`src/inc/aps_pkg.sv`:
```
// Package for the auto-power-down source selection register bank.
// Assumes one clock domain and a 32-bit byte-addressed register bus.
package aps_pkg;

	// Register indices; byte address is four times the index
	localparam logic [7:0] IDX_A_PIN_HI = 8'h47;
	localparam logic [7:0] IDX_B_DAC_LO = 8'h48;
	localparam logic [7:0] IDX_B_DAC_HI = 8'h49;
	localparam logic [7:0] IDX_B_PIN_LO = 8'h4a;
	localparam logic [7:0] IDX_B_PIN_HI = 8'h4b;
	localparam logic [7:0] IDX_ARM = 8'h60;

	localparam int BUS_AW = 10;

	// Field positions
	localparam int BIT_EXT_ALARM = 13;
	localparam int BIT_REFERENCE = 12;
	localparam int BIT_THERMAL = 11;
	localparam int BIT_TEMPERATURE = 8;
	localparam int BIT_NEG_B = 5;
	localparam int BIT_NEG_A = 4;
	localparam int BIT_POS_B = 1;
	localparam int BIT_POS_A = 0;
	localparam int BIT_CONV1 = 5;
	localparam int BIT_CONV0 = 4;
	localparam int BIT_SENSE1 = 1;
	localparam int BIT_SENSE0 = 0;

	// Writable masks and reset values
	localparam logic [15:0] MASK_HI = 16'h3833;
	localparam logic [15:0] MASK_LO = 16'h0133;
	localparam logic [15:0] RST_HI = 16'h1833;
	localparam logic [15:0] RST_LO = 16'h0000;
	localparam logic [15:0] RST_ARM = 16'haaff;
	localparam logic [15:0] MASK_ARM = 16'hffff;

	// Pin arm codes
	localparam logic [1:0] PIN_IGNORE = 2'b00;
	localparam logic [1:0] PIN_TIE_NEG = 2'b10;
	localparam logic [1:0] PIN_TIE_CLAMP = 2'b11;

	// Alarm inputs, one bit per monitored source
	typedef struct packed {
		logic ext_alarm;
		logic reference;
		logic thermal;
		logic temperature;
		logic conv_input1;
		logic conv_input0;
		logic current_sense1;
		logic current_sense0;
		logic neg_supply_b;
		logic neg_supply_a;
		logic pos_supply_b;
		logic pos_supply_a;
	} aps_alarm_s;

	// Per-pin power-down action
	typedef struct packed {
		logic [1:0] pd;
		logic [1:0] tie_neg;
		logic [1:0] tie_clamp;
	} aps_pin_s;

	typedef enum logic [1:0] {
		BUS_IDLE = 2'b00,
		BUS_DONE = 2'b01
	} aps_bus_e;

endpackage

```
`src/core/aps_bank.sv`:
```
// Auto-power-down source selection bank with Avalon-MM slave.
// Assumes alarms are synchronous levels; one answer cycle per access.
//
// How it works
// - Index 0x47 bit 13: external alarm trips group A pins; resets 0.
// - Index 0x47 bit 12: reference alarm trips group A pins; resets 1.
// - Index 0x47 bit 11: thermal error trips group A pins; resets 1.
// - Index 0x47 bits 5,4: negative rails B,A trip group A pins; reset 1.
// - Index 0x47 bits 1,0: positive rails B,A trip group A pins; reset 1.
// - Index 0x48 bit 8: temperature trips group B converters; resets 0.
// - Index 0x48 bits 5,4: converter inputs 1,0 trip B converters; reset 0.
// - Index 0x48 bits 1,0: current senses 1,0 trip B converters; reset 0.
// - Index 0x49 bit 13: external alarm trips group B converters; resets 0.
// - Index 0x49 bits 12,11: reference, thermal trip B converters; reset 1.
// - Index 0x49 bits 5,4,1,0: supply rails trip B converters; reset 1.
// - Index 0x4a bit 8: temperature trips group B pins; resets 0.
// - Index 0x4a bits 5,4: converter inputs 1,0 trip group B pins.
// - Index 0x4a bits 1,0: current senses 1,0 trip group B pins.
// - An event acts only on channels or pins armed in the arm register.
// - Second source registers reset to 0x1833, first ones to 0x0000.
// - Reserved bits are read-only and read as zero.
// - Index 0x4b holds group B pin selections in the same layout.
// - Pin arm code 00 ignores, 10 ties negative, 11 follows clamp.
// - Converter arm bit 0 ignores events, 1 allows power-down.
//
// The implementer's own choice: the Avalon-MM slave port.
`timescale 1ns/1ps
module aps_bank (
	input wire logic i_clk,
	input wire logic i_sys_rst,
	input wire logic [aps_pkg::BUS_AW-1:0] i_address,
	input wire logic i_read,
	input wire logic i_write,
	input wire logic [31:0] i_writedata,
	input wire logic [3:0] i_byteenable,
	output logic [31:0] o_readdata,
	output logic o_waitrequest,
	output logic [1:0] o_response,
	input wire aps_pkg::aps_alarm_s i_alarm,
	output logic o_event_a_pin,
	output logic o_event_b_dac,
	output logic o_event_b_pin,
	output logic [3:0] o_b_dac_pd,
	output aps_pkg::aps_pin_s o_a_pin,
	output aps_pkg::aps_pin_s o_b_pin
);

	typedef struct packed {
		aps_pkg::aps_bus_e bus;
		logic [15:0] a_pin_hi;
		logic [15:0] b_dac_lo;
		logic [15:0] b_dac_hi;
		logic [15:0] b_pin_lo;
		logic [15:0] b_pin_hi;
		logic [15:0] arm;
		logic [31:0] rdata;
		logic [1:0] resp;
		logic ev_a_pin;
		logic ev_b_dac;
		logic ev_b_pin;
		logic [3:0] b_dac_pd;
		aps_pkg::aps_pin_s a_pin;
		aps_pkg::aps_pin_s b_pin;
	} aps_state_s;

	aps_state_s st;
	aps_state_s next_st;

	logic ev_a_pin;
	logic ev_b_dac;
	logic ev_b_pin;
	logic [7:0] idx;
	logic [15:0] wdata;
	logic [15:0] rd_word;
	logic hit;

	// Merge write data into a register under a writable mask
	function automatic logic [15:0] aps_merge(input logic [15:0] cur,
		input logic [15:0] wd, input logic [1:0] be,
		input logic [15:0] mask);
		logic [15:0] lanes;
		lanes = {{8{be[1]}}, {8{be[0]}}} & mask;
		return (cur & ~lanes) | (wd & lanes);
	endfunction

	// Power-down action for one switched pin from its arm code
	function automatic logic [2:0] aps_pin_act(input logic ev,
		input logic [1:0] code);
		logic [2:0] act;
		act = 3'b000;
		if (ev) begin
			case (code)
				aps_pkg::PIN_TIE_NEG: act = 3'b110;
				aps_pkg::PIN_TIE_CLAMP: act = 3'b101;
				default: act = 3'b000;
			endcase
		end
		return act;
	endfunction

	aps_event u_ev_a_pin (
		.i_alarm(i_alarm),
		.i_src_lo(16'h0000),
		.i_src_hi(st.a_pin_hi),
		.i_has_lo(1'b0),
		.o_event(ev_a_pin)
	);

	aps_event u_ev_b_dac (
		.i_alarm(i_alarm),
		.i_src_lo(st.b_dac_lo),
		.i_src_hi(st.b_dac_hi),
		.i_has_lo(1'b1),
		.o_event(ev_b_dac)
	);

	aps_event u_ev_b_pin (
		.i_alarm(i_alarm),
		.i_src_lo(st.b_pin_lo),
		.i_src_hi(st.b_pin_hi),
		.i_has_lo(1'b1),
		.o_event(ev_b_pin)
	);

	assign idx = i_address[aps_pkg::BUS_AW-1:2];
	assign wdata = i_writedata[15:0];

	always_comb begin
		hit = 1'b1;
		case (idx)
			aps_pkg::IDX_A_PIN_HI: rd_word = st.a_pin_hi;
			aps_pkg::IDX_B_DAC_LO: rd_word = st.b_dac_lo;
			aps_pkg::IDX_B_DAC_HI: rd_word = st.b_dac_hi;
			aps_pkg::IDX_B_PIN_LO: rd_word = st.b_pin_lo;
			aps_pkg::IDX_B_PIN_HI: rd_word = st.b_pin_hi;
			aps_pkg::IDX_ARM: rd_word = st.arm;
			default: begin
				rd_word = 16'h0000;
				hit = 1'b0;
			end
		endcase
	end

	always_comb begin
		logic [2:0] act;
		logic [1:0] ca;
		logic [1:0] cb;
		act = 3'b000;
		ca = 2'b00;
		cb = 2'b00;
		next_st = st;
		next_st.ev_a_pin = ev_a_pin;
		next_st.ev_b_dac = ev_b_dac;
		next_st.ev_b_pin = ev_b_pin;
		// Converter outputs act only where their arm bit is set
		next_st.b_dac_pd = st.arm[7:4] & {4{ev_b_dac}};
		for (int i = 0; i < 2; i++) begin
			ca = st.arm[8 + 2 * i +: 2];
			cb = st.arm[12 + 2 * i +: 2];
			act = aps_pin_act(ev_a_pin, ca);
			next_st.a_pin.pd[i] = act[2];
			next_st.a_pin.tie_neg[i] = act[1];
			next_st.a_pin.tie_clamp[i] = act[0];
			act = aps_pin_act(ev_b_pin, cb);
			next_st.b_pin.pd[i] = act[2];
			next_st.b_pin.tie_neg[i] = act[1];
			next_st.b_pin.tie_clamp[i] = act[0];
		end
		case (st.bus)
			aps_pkg::BUS_IDLE: begin
				if (i_read || i_write) begin
					next_st.bus = aps_pkg::BUS_DONE;
					next_st.rdata = {16'h0000, rd_word};
					next_st.resp = hit ? 2'b00 : 2'b11;
				end
			end
			aps_pkg::BUS_DONE: begin
				next_st.bus = aps_pkg::BUS_IDLE;
			end
			default: next_st.bus = aps_pkg::BUS_IDLE;
		endcase
		if (st.bus == aps_pkg::BUS_IDLE && i_write) begin
			case (idx)
				aps_pkg::IDX_A_PIN_HI: next_st.a_pin_hi = aps_merge(
					st.a_pin_hi, wdata, i_byteenable[1:0],
					aps_pkg::MASK_HI);
				aps_pkg::IDX_B_DAC_LO: next_st.b_dac_lo = aps_merge(
					st.b_dac_lo, wdata, i_byteenable[1:0],
					aps_pkg::MASK_LO);
				aps_pkg::IDX_B_DAC_HI: next_st.b_dac_hi = aps_merge(
					st.b_dac_hi, wdata, i_byteenable[1:0],
					aps_pkg::MASK_HI);
				aps_pkg::IDX_B_PIN_LO: next_st.b_pin_lo = aps_merge(
					st.b_pin_lo, wdata, i_byteenable[1:0],
					aps_pkg::MASK_LO);
				aps_pkg::IDX_B_PIN_HI: next_st.b_pin_hi = aps_merge(
					st.b_pin_hi, wdata, i_byteenable[1:0],
					aps_pkg::MASK_HI);
				aps_pkg::IDX_ARM: next_st.arm = aps_merge(
					st.arm, wdata, i_byteenable[1:0],
					aps_pkg::MASK_ARM);
				default: next_st.arm = st.arm;
			endcase
		end
	end

	always_ff @(posedge i_clk) begin
		if (i_sys_rst) begin
			st <= '0;
			st.bus <= aps_pkg::BUS_IDLE;
			st.a_pin_hi <= aps_pkg::RST_HI;
			st.b_dac_lo <= aps_pkg::RST_LO;
			st.b_dac_hi <= aps_pkg::RST_HI;
			st.b_pin_lo <= aps_pkg::RST_LO;
			st.b_pin_hi <= aps_pkg::RST_HI;
			st.arm <= aps_pkg::RST_ARM;
		end else begin
			st <= next_st;
		end
	end

	// Request held until this goes low in the answer cycle
	assign o_waitrequest = (i_read || i_write) && st.bus != aps_pkg::BUS_DONE;
	assign o_readdata = st.rdata;
	assign o_response = st.resp;
	assign o_event_a_pin = st.ev_a_pin;
	assign o_event_b_dac = st.ev_b_dac;
	assign o_event_b_pin = st.ev_b_pin;
	assign o_b_dac_pd = st.b_dac_pd;
	assign o_a_pin = st.a_pin;
	assign o_b_pin = st.b_pin;

endmodule // aps_bank

```
`src/core/aps_event.sv`:
```
// Event combiner for one target group: OR of selected alarms.
// Assumes alarm levels synchronous to the clock.
`timescale 1ns/1ps
module aps_event (
	input wire aps_pkg::aps_alarm_s i_alarm,
	input wire logic [15:0] i_src_lo,
	input wire logic [15:0] i_src_hi,
	input wire logic i_has_lo,
	output logic o_event
);
	logic hi_hit;
	logic lo_hit;

	always_comb begin
		hi_hit = (i_alarm.ext_alarm & i_src_hi[aps_pkg::BIT_EXT_ALARM])
			| (i_alarm.reference & i_src_hi[aps_pkg::BIT_REFERENCE])
			| (i_alarm.thermal & i_src_hi[aps_pkg::BIT_THERMAL])
			| (i_alarm.neg_supply_b & i_src_hi[aps_pkg::BIT_NEG_B])
			| (i_alarm.neg_supply_a & i_src_hi[aps_pkg::BIT_NEG_A])
			| (i_alarm.pos_supply_b & i_src_hi[aps_pkg::BIT_POS_B])
			| (i_alarm.pos_supply_a & i_src_hi[aps_pkg::BIT_POS_A]);
		lo_hit = (i_alarm.temperature & i_src_lo[aps_pkg::BIT_TEMPERATURE])
			| (i_alarm.conv_input1 & i_src_lo[aps_pkg::BIT_CONV1])
			| (i_alarm.conv_input0 & i_src_lo[aps_pkg::BIT_CONV0])
			| (i_alarm.current_sense1 & i_src_lo[aps_pkg::BIT_SENSE1])
			| (i_alarm.current_sense0 & i_src_lo[aps_pkg::BIT_SENSE0]);
		o_event = hi_hit | (i_has_lo & lo_hit);
	end

endmodule // aps_event

```
`config.mk`:
```
export PLATFORM = sky130hd
export DESIGN_NAME = aps_bank
export DESIGN_NICKNAME = d
export VERILOG_FILES = /design/src/inc/aps_pkg.sv /design/src/core/aps_bank.sv /design/src/core/aps_event.sv
export SDC_FILE = /design/constraint.sdc
export NUM_CORES = 1
export LEC_CHECK = 0
export ABC_AREA = 1
export BUFFER_PORTS_ARGS = -buffer_cell sky130_fd_sc_hd__buf_2
export CORE_MARGIN = 5
export CORE_UTILIZATION = 56
export DETAILED_ROUTE_END_ITERATION = 10
export GPL_TIMING_DRIVEN = 0
export HOLD_SLACK_MARGIN = 0.05
export PLACE_DENSITY = 0.85
export SYNTH_ARGS = -nofsm -noshare
export SYNTH_HDL_FRONTEND = slang
export SYNTH_SLANG_ARGS = --single-unit
```
`constraint.sdc`:
```
create_clock -name i_clk -period 3.6 [get_ports i_clk]
set_input_delay 0.36 -clock i_clk [delete_from_list [all_inputs] [get_ports i_clk]]
set_output_delay 0.36 -clock i_clk [all_outputs]
set_load 0.05 [all_outputs]
```
== Yosys cells after proc, flatten, opt, wreduce, memory -nomap -nowiden ==
Index checks and enable logic that the tools add are counted.

* Input bits: 62
* Register bits: 134
* Logic and storage cells: 137

* Reductions and logical operators: 15
* Equality and inequality tests: 14
* Bitwise gates (word level): 82
* Muxes and demuxes: 7

{| class="wikitable"
|+ Operators by type and width
! operator !! number
|-
| bitwise AND 16 bit || 7
|-
| bitwise OR 16 bit || 6
|-
| case mux 16 bit (6 select lines) || 1
|-
| == test 8 x 7 -> 1 bit, second input constant || 6
|-
| bitwise AND 1 bit || 31
|-
| bitwise OR 1 bit || 28
|-
| case mux 3 bit (2 select lines) || 4
|-
| bitwise AND 16 x 14 -> 16 bit || 1
|-
| bitwise AND 16 x 9 -> 16 bit || 1
|-
| == test 2 bit, second input constant || 8
|-
| inverter 14 -> 16 bit || 1
|-
| inverter 16 bit || 1
|-
| inverter 9 -> 16 bit || 1
|-
| AND reduction 2 bit || 7
|-
| OR reduction 2 bit || 3
|-
| OR reduction 6 bit || 1
|-
| bitwise AND 4 bit || 1
|-
| inverter 1 bit || 4
|-
| logical AND 1 bit || 2
|-
| zero test 2 bit || 1
|-
| two-way mux 2 bit || 1
|-
| logical OR 1 bit || 1
|-
| two-way mux 1 bit || 1
|}

== Logic depth before layout (Yosys ltp) ==
Gate-level depths: netlist of run 1.

* Word-level depth: 10
* Gate-level depth with buffers: 9
* Gate-level depth less buffers: 9

== Hierarchy ==
A second synthesis of run 1 with hierarchy kept.

* Cells, all modules: 551
* Area total of the unflattened synthesis: 4062.6 um2

{| class="wikitable"
|+ By module, submodules not included
! module !! times used !! area each (um2) !! cells each !! sequential area each (um2)
|-
| aps_bank || 1 || 3758.6 || 479 || 1681.6
|-
| aps_event || 3 || 101.3 || 24 || 0.0
|}

== Worst setup path before layout of run 1 ==
Ideal clock, no wire load.

* Path type: flip-flop to output port
* Start: reg st[149] in the netlist's numbering
* End: out o_waitrequest
* Data required time: 3.240 ns
* Setup slack: 2.215 ns
* Cell stages (with the launch flop): 5
* Path buffers: 1
* Arrival: 1.025 ns
* Cell sequence: dfxtp_1 > inv_1 > o21ai_2 > inv_2 > buf_2

* Cells in the longest elaborated chain, start to end: 2

{| class="wikitable"
|+ RTL lines
! item !! RTL line !! text
|-
| start, declared || aps_bank.sv:66 || <nowiki>aps_state_s st;</nowiki>
|-
| start signal, assigned || aps_bank.sv:218 || <nowiki>st <= next_st;</nowiki>
|-
| inverter 1 bit || - ||
|-
| logical AND 1 bit || aps_bank.sv:223 || <nowiki>assign o_waitrequest = (i_read || i_write) && st.bus != aps_pkg::BUS_DONE;</nowiki>
|-
| end, declared || aps_bank.sv:37 || <nowiki>output logic o_waitrequest,</nowiki>
|}

Every way passes these cells.

== Worst setup path after layout of run 1 ==
Ends and elaborated chain as after synthesis.

==> impl_metrics.env, run 1 <==
export IMPL_status="complete, no violations"
export IMPL_p_int_mw=1.30
export IMPL_totalWireLength_um=10300
export IMPL_drc_errors=0
export IMPL_worst_r2r_path_depth=6
export IMPL_hold_ws_ns=0.211
export IMPL_maxCapViolCount=0
export IMPL_hold_path_depth=3
export IMPL_num_vias=3675
export IMPL_clkPwrFrac=0.324
export IMPL_grtUsageTotal=0.233
export IMPL_cellPowerDensity_nw_per_um2=395
export IMPL_ant_nets=0
export IMPL_cts_root_buf="clkbuf_8"
export IMPL_worstMarginPinSlew_ns=0.751
export IMPL_swShare=0.318
export IMPL_finalMaxSlewViolations=0
export IMPL_worst_path_max_fanout=10
export IMPL_rsz0062_at_grt="no"
export IMPL_wire_per_inst_um=14.1
export IMPL_maxSlewHeadroom=0.499
export IMPL_placed_area_sq_um=4640
export IMPL_skew_ns=0.00796
export IMPL_switching_power_mw=0.605
export IMPL_first_iter_violations=225
export IMPL_required_ns=3.24
export IMPL_synth_area_leaders="dfxtp_1, buf_4, nand2_1"
export IMPL_final_min_clock_period_ns=2.11
export IMPL_nets=690
export IMPL_combPwrFrac=0.172
export IMPL_yosysSeqAreaShare=0.413
export IMPL_post_cts_buffers=0
export IMPL_grt_overflow=0
export IMPL_row_count=31
export IMPL_cts_made_buffers=9
export IMPL_vias_per_cell=5.02
export IMPL_grt_pass1_wl_um=16200
export IMPL_cts_clk_slew_worst_paths_ns=0.09
export IMPL_seq_power_share=0.504
export IMPL_start_util=0.567
export IMPL_fp_dieW_um=95.2
export IMPL_clkLatencyLatePin_ns=0.36
export IMPL_yosys_area_top_type_share=0.413
export IMPL_syn_area_sq_um=4070
export IMPL_hold_class="in -> reg"
export IMPL_post_route_cell_area_sq_um=4820
export IMPL_clock_path_buffers=2
export IMPL_endpoint_kind="output pin"
export IMPL_hold_buffers=0
export IMPL_synth_cell_types=33
export IMPL_ir_drop_mv=0.219
export IMPL_clock_sinks=84
export IMPL_antenna_found_initial=0
export IMPL_leakagePower_nw=2.49
export IMPL_htreeDepth=3
export IMPL_dieArea_sq_um=9070
export IMPL_syn_to_final_growth_pct=18.5
export IMPL_hold_violations=0
export IMPL_die_h_um=95.2
export IMPL_cts_resized_gates=0
export IMPL_synth_top_cell_by_area="dfxtp_1"
export IMPL_dr_pass1_iters=5
export IMPL_netlist_instances=523
export IMPL_syn_avg_cell_area_sq_um=7.78
export IMPL_gp_congestion=0.919
export IMPL_crit_type="reg -> out"
export IMPL_antenna_cells=0
export IMPL_grt_start_max_net_pins=16
export IMPL_coreArea_sq_um=7180
export IMPL_ioPinCount=116
export IMPL_final_util=0.671
export IMPL_numPortBuffers=79
export IMPL_critPathLaunchType="register"
export IMPL_period_share=0.585
export IMPL_setup_slack_ns=1.49
export IMPL_grt_pass1_vias=3457
export IMPL_dp_hpwl_um=8040
export IMPL_yosysWarnings=0
export IMPL_timing_fmax_ghz=0.475
export IMPL_final_layout_size_suffix_gt1_frac=0.305
export IMPL_cts_tree="built"
export IMPL_worst_ep_arrival_time_ns=1.75
export IMPL_synth_seq_cells=84
export IMPL_pre_cts_slack_ns=1.69
export IMPL_final_setup_tns_ns=0
export IMPL_setup_viol=0
==> final cells by class <==
cell class | instances | area [sq um]
Buffer | 62 | 453
Clock inverter | 7 | 51.3
Multi-Input combinational cell | 346 | 1820
Clock buffer | 9 | 124
Sequential cell | 84 | 1680
Timing Repair Buffer | 79 | 395
Tap cell | 99 | 124
Inverter | 46 | 173
Fill cell | 615 | 2360
==> power groups by stage <==
| stage | Sequential, mW | Combinational, mW | Clock (mW) |
|---|---|---|---|
| after floorplan | 0.986 | 0.237 | 0 |
| after global placement | 0.980 | 0.323 | 0 |
| after detailed placement | 0.981 | 0.327 | 0 |
| after CTS | 0.959 | 0.327 | 0.622 |
| after global routing | 0.962 | 0.349 | 0.660 |
| final | 0.959 | 0.328 | 0.616 |
==> worst max-delay path: stages (launching register included) <==
cell	delay, ns
dfxtp_1	0.31
inv_1	0.16
o21ai_2	0.20
inv_2	0.18
buf_2	0.24
buf_2	0.30
==> routing by layer <==
layer  wire, um  vias up  track usage
li1           -     1849            -
met4        214        0       0.0829
met5          0        -            0
met2       5110      140        0.394
met3        859       16       0.0568
met1       4150     1670        0.289
==> through the flow <==
| step | instances | power, mW |
|---|---|---|
| final | 732 | 1.90 |
| after global routing | 732 | 1.97 |
| after CTS | 732 | 1.91 |
| after detailed placement | 716 | 1.31 |
| after global placement | 716 | 1.30 |
| after floorplan | 538 | 1.22 |
==> path summary, 6_finish.rpt <==
path	start	end	slack [ns]
max	st[149]	o_waitrequest	1.49
min	i_writedata[2]	register	0.21
max reg2reg	st[149]	o_readdata[12]	2.16
min reg2reg	register	o_b_dac_pd[3]	0.46
==> synth_stat cells, drive strengths merged <==
cell    count
o211ai     15
buf        55
nand4       5
clkinv      2
and3        1
conb        1
nand2     107
nand3      41
or2         4
a22o        1
nor2       64
a221oi      1
o21ai      48
nor3       12
inv        44
clkbuf      7
dfxtp      84
a21oi      31
==> cells in the final DEF (no fill, tap or decap), drive strengths merged, types with 2 or more instances in the layout <==
cell type	n
buf	134
nand4	5
nand2	107
clkbuf	16
clkinvlp	2
or2	4
inv	46
nor3	12
a21oi	31
o211ai	15
nand3	41
conb	16
dfxtp	84
nor2	64
o21ai	48
clkinv	5
==> cells by family after synthesis <==
kind of cell,after synthesis,synth area share
DFF,84,0.413
other,1,0.000922
and+or+nand+nor,234,0.298
buffers and inverters,108,0.154
AOI/OAI and AO/OA,96,0.133
Power figures use the tool's default switching activity.
==> inputs of run 2 (changes only) <==
CORE_UTILIZATION = 52   (was 56)
PLACE_DENSITY = 0.8   (was 0.85)
clock period = 2.1 ns   (was 3.6 ns; I/O delays follow)
==> run 2 against run 1 <==
Compared with the run above: critical path type unchanged; core utilization decreased by 4.1 points; worst setup slack got worse by 1.4 ns; wire length decreased by 1.7%; first-iteration DRC count decreased by 15%; largest power group unchanged.
==> impl_metrics.env, run 2 (same netlist as run 1, synthesis figures left out) <==
export IMPL_cts_root_buf="clkbuf_8"
export IMPL_coreArea_sq_um=7690
export IMPL_final_setup_tns_ns=0
export IMPL_grt_pass1_wl_um=16300
export IMPL_cts_clk_slew_worst_paths_ns=0.09
export IMPL_dp_hpwl_um=7940
export IMPL_hold_class="in -> reg"
export IMPL_total_power_mw=3.38
export IMPL_dr_pass1_iters=5
export IMPL_crit_reg2reg_launch="st[149]"
export IMPL_finalMaxSlewViolations=0
export IMPL_final_min_clock_period_ns=2.01
export IMPL_critPathLaunchType="register"
export IMPL_cp_endpoint="o_waitrequest"
export IMPL_post_cts_buffers=0
export IMPL_hold_buffers=0
export IMPL_drc_errors=0
export IMPL_first_iter_violations=192
export IMPL_worstReg2RegEnd="o_readdata[13]"
export IMPL_required_ns=1.89
export IMPL_skew_ns=0.00909
export IMPL_worstMarginPinSlew_ns=0.685
export IMPL_leakagePower_nw=2.50
export IMPL_final_common_cell="nand2_1"
export IMPL_cts_resized_gates=0
export IMPL_nets=690
export IMPL_cts_tree="built"
export IMPL_rsz0062_at_grt="no"
export IMPL_ff2ff_setup_slack_ns=0.59
export IMPL_dieArea_sq_um=9690
export IMPL_numPortBuffers=79
export IMPL_gp_congestion=0.940
export IMPL_clkLatencyLatePin_ns=0.35
export IMPL_cts_made_buffers=9
export IMPL_grt_overflow=0
export IMPL_totalWireLength_um=10200
export IMPL_worst_path_max_fanout=10
export IMPL_start_util=0.529
export IMPL_min_from="i_writedata[2]"
export IMPL_period_share=0.958
export IMPL_status="complete, no violations"
export IMPL_hold_violations=0
export IMPL_ir_drop_mv=0.373
export IMPL_row_count=32
export IMPL_worst_ep_arrival_time_ns=1.80
export IMPL_clock_path_buffers=2
export IMPL_maxSlewHeadroom=0.543
export IMPL_cellPowerDensity_nw_per_um2=697
export IMPL_endpoint_kind="output pin"
export IMPL_maxCapViolCount=0
export IMPL_ant_nets=0
export IMPL_vias_per_cell=4.96
export IMPL_grt_start_max_net_pins=15
export IMPL_antenna_cells=0
export IMPL_wire_per_inst_um=13.8
export IMPL_htreeDepth=3
export IMPL_crit_type="reg -> out"
export IMPL_fp_dieW_um=98.4
export IMPL_timing_fmax_ghz=0.497
export IMPL_die_h_um=98.4
export IMPL_ioPinCount=116
export IMPL_syn_to_final_growth_pct=19.2
export IMPL_clock_sinks=84
export IMPL_grtUsageTotal=0.209
export IMPL_setup_viol=0
export IMPL_startpoint="st[149]"
export IMPL_grt_pass1_vias=3363
export IMPL_worst_r2r_path_depth=6
export IMPL_antenna_found_initial=0
export IMPL_final_cell_mix="nand2_1, dfxtp_1, buf_2"
export IMPL_final_layout_size_suffix_gt1_frac=0.303
export IMPL_num_vias=3647
run 2: cell count changes in the layout (fill, tap and decap cells not counted), sizes merged:
cell and change:
clkbuf +2, bufinv +1, clkinv -1, clkinvlp -1
inv -1
run 2: per-layer routing:
metal,part of all wire,up-vias,routed length (um),track usage
li1,-,1855,-,-
met4,0.018,0,183,0.0767
met1,0.43,1634,4360,0.266
met5,0,-,0,0
met2,0.48,141,4840,0.353
met3,0.076,17,777,0.0382
run 2: worst min path at each step:
stage               end  slack, ns  depth (start not counted)
2_1_floorplan  register       0.31                          2
3_3_place_gp   register       0.43                          3
3_5_place_dp   register       0.43                          3
4_1_cts        register       0.06                          3
5_1_grt        register       0.08                          3
6_report       register       0.07                          3
run 2: area by class of cell:
| class | instances | area [sq um] |
|---|---|---|
| multi-input cells | 346 | 1820 |
| clock buffers | 11 | 141 |
| repair buffers | 79 | 395 |
| plain buffers | 62 | 453 |
| fillers | 722 | 2840 |
| well taps | 102 | 128 |
| clock inverters | 5 | 60.1 |
| flip-flops and latches | 84 | 1680 |
| inverters | 46 | 173 |
run 2: worst max-delay path, stage by stage (launching register included):
cell and delay, ns:
dfxtp_1 0.30, inv_1 0.15, o21ai_2 0.21, inv_2 0.23, buf_2 0.25, buf_2 0.29
run 2: stage by stage:
step	cell area, sq um	util	setup WS, ns	hold slack (ns)	instances
after floorplan	4120	-	0.837	0.310	538
after global placement	4650	0.604	0.379	0.430	719
after detailed placement	4650	0.604	0.364	0.434	719
after CTS	4850	0.631	0.0795	0.0578	735
after global routing	4850	0.631	0.00977	0.0792	735
final	4850	0.631	0.0887	0.0668	735
run 2: where the power goes:
| group | internal (mW) | switching, mW |
|---|---|---|
| Combinational | 0.161 | 0.403 |
| Sequential | 1.63 | 0.0148 |
| Clock | 0.587 | 0.585 |
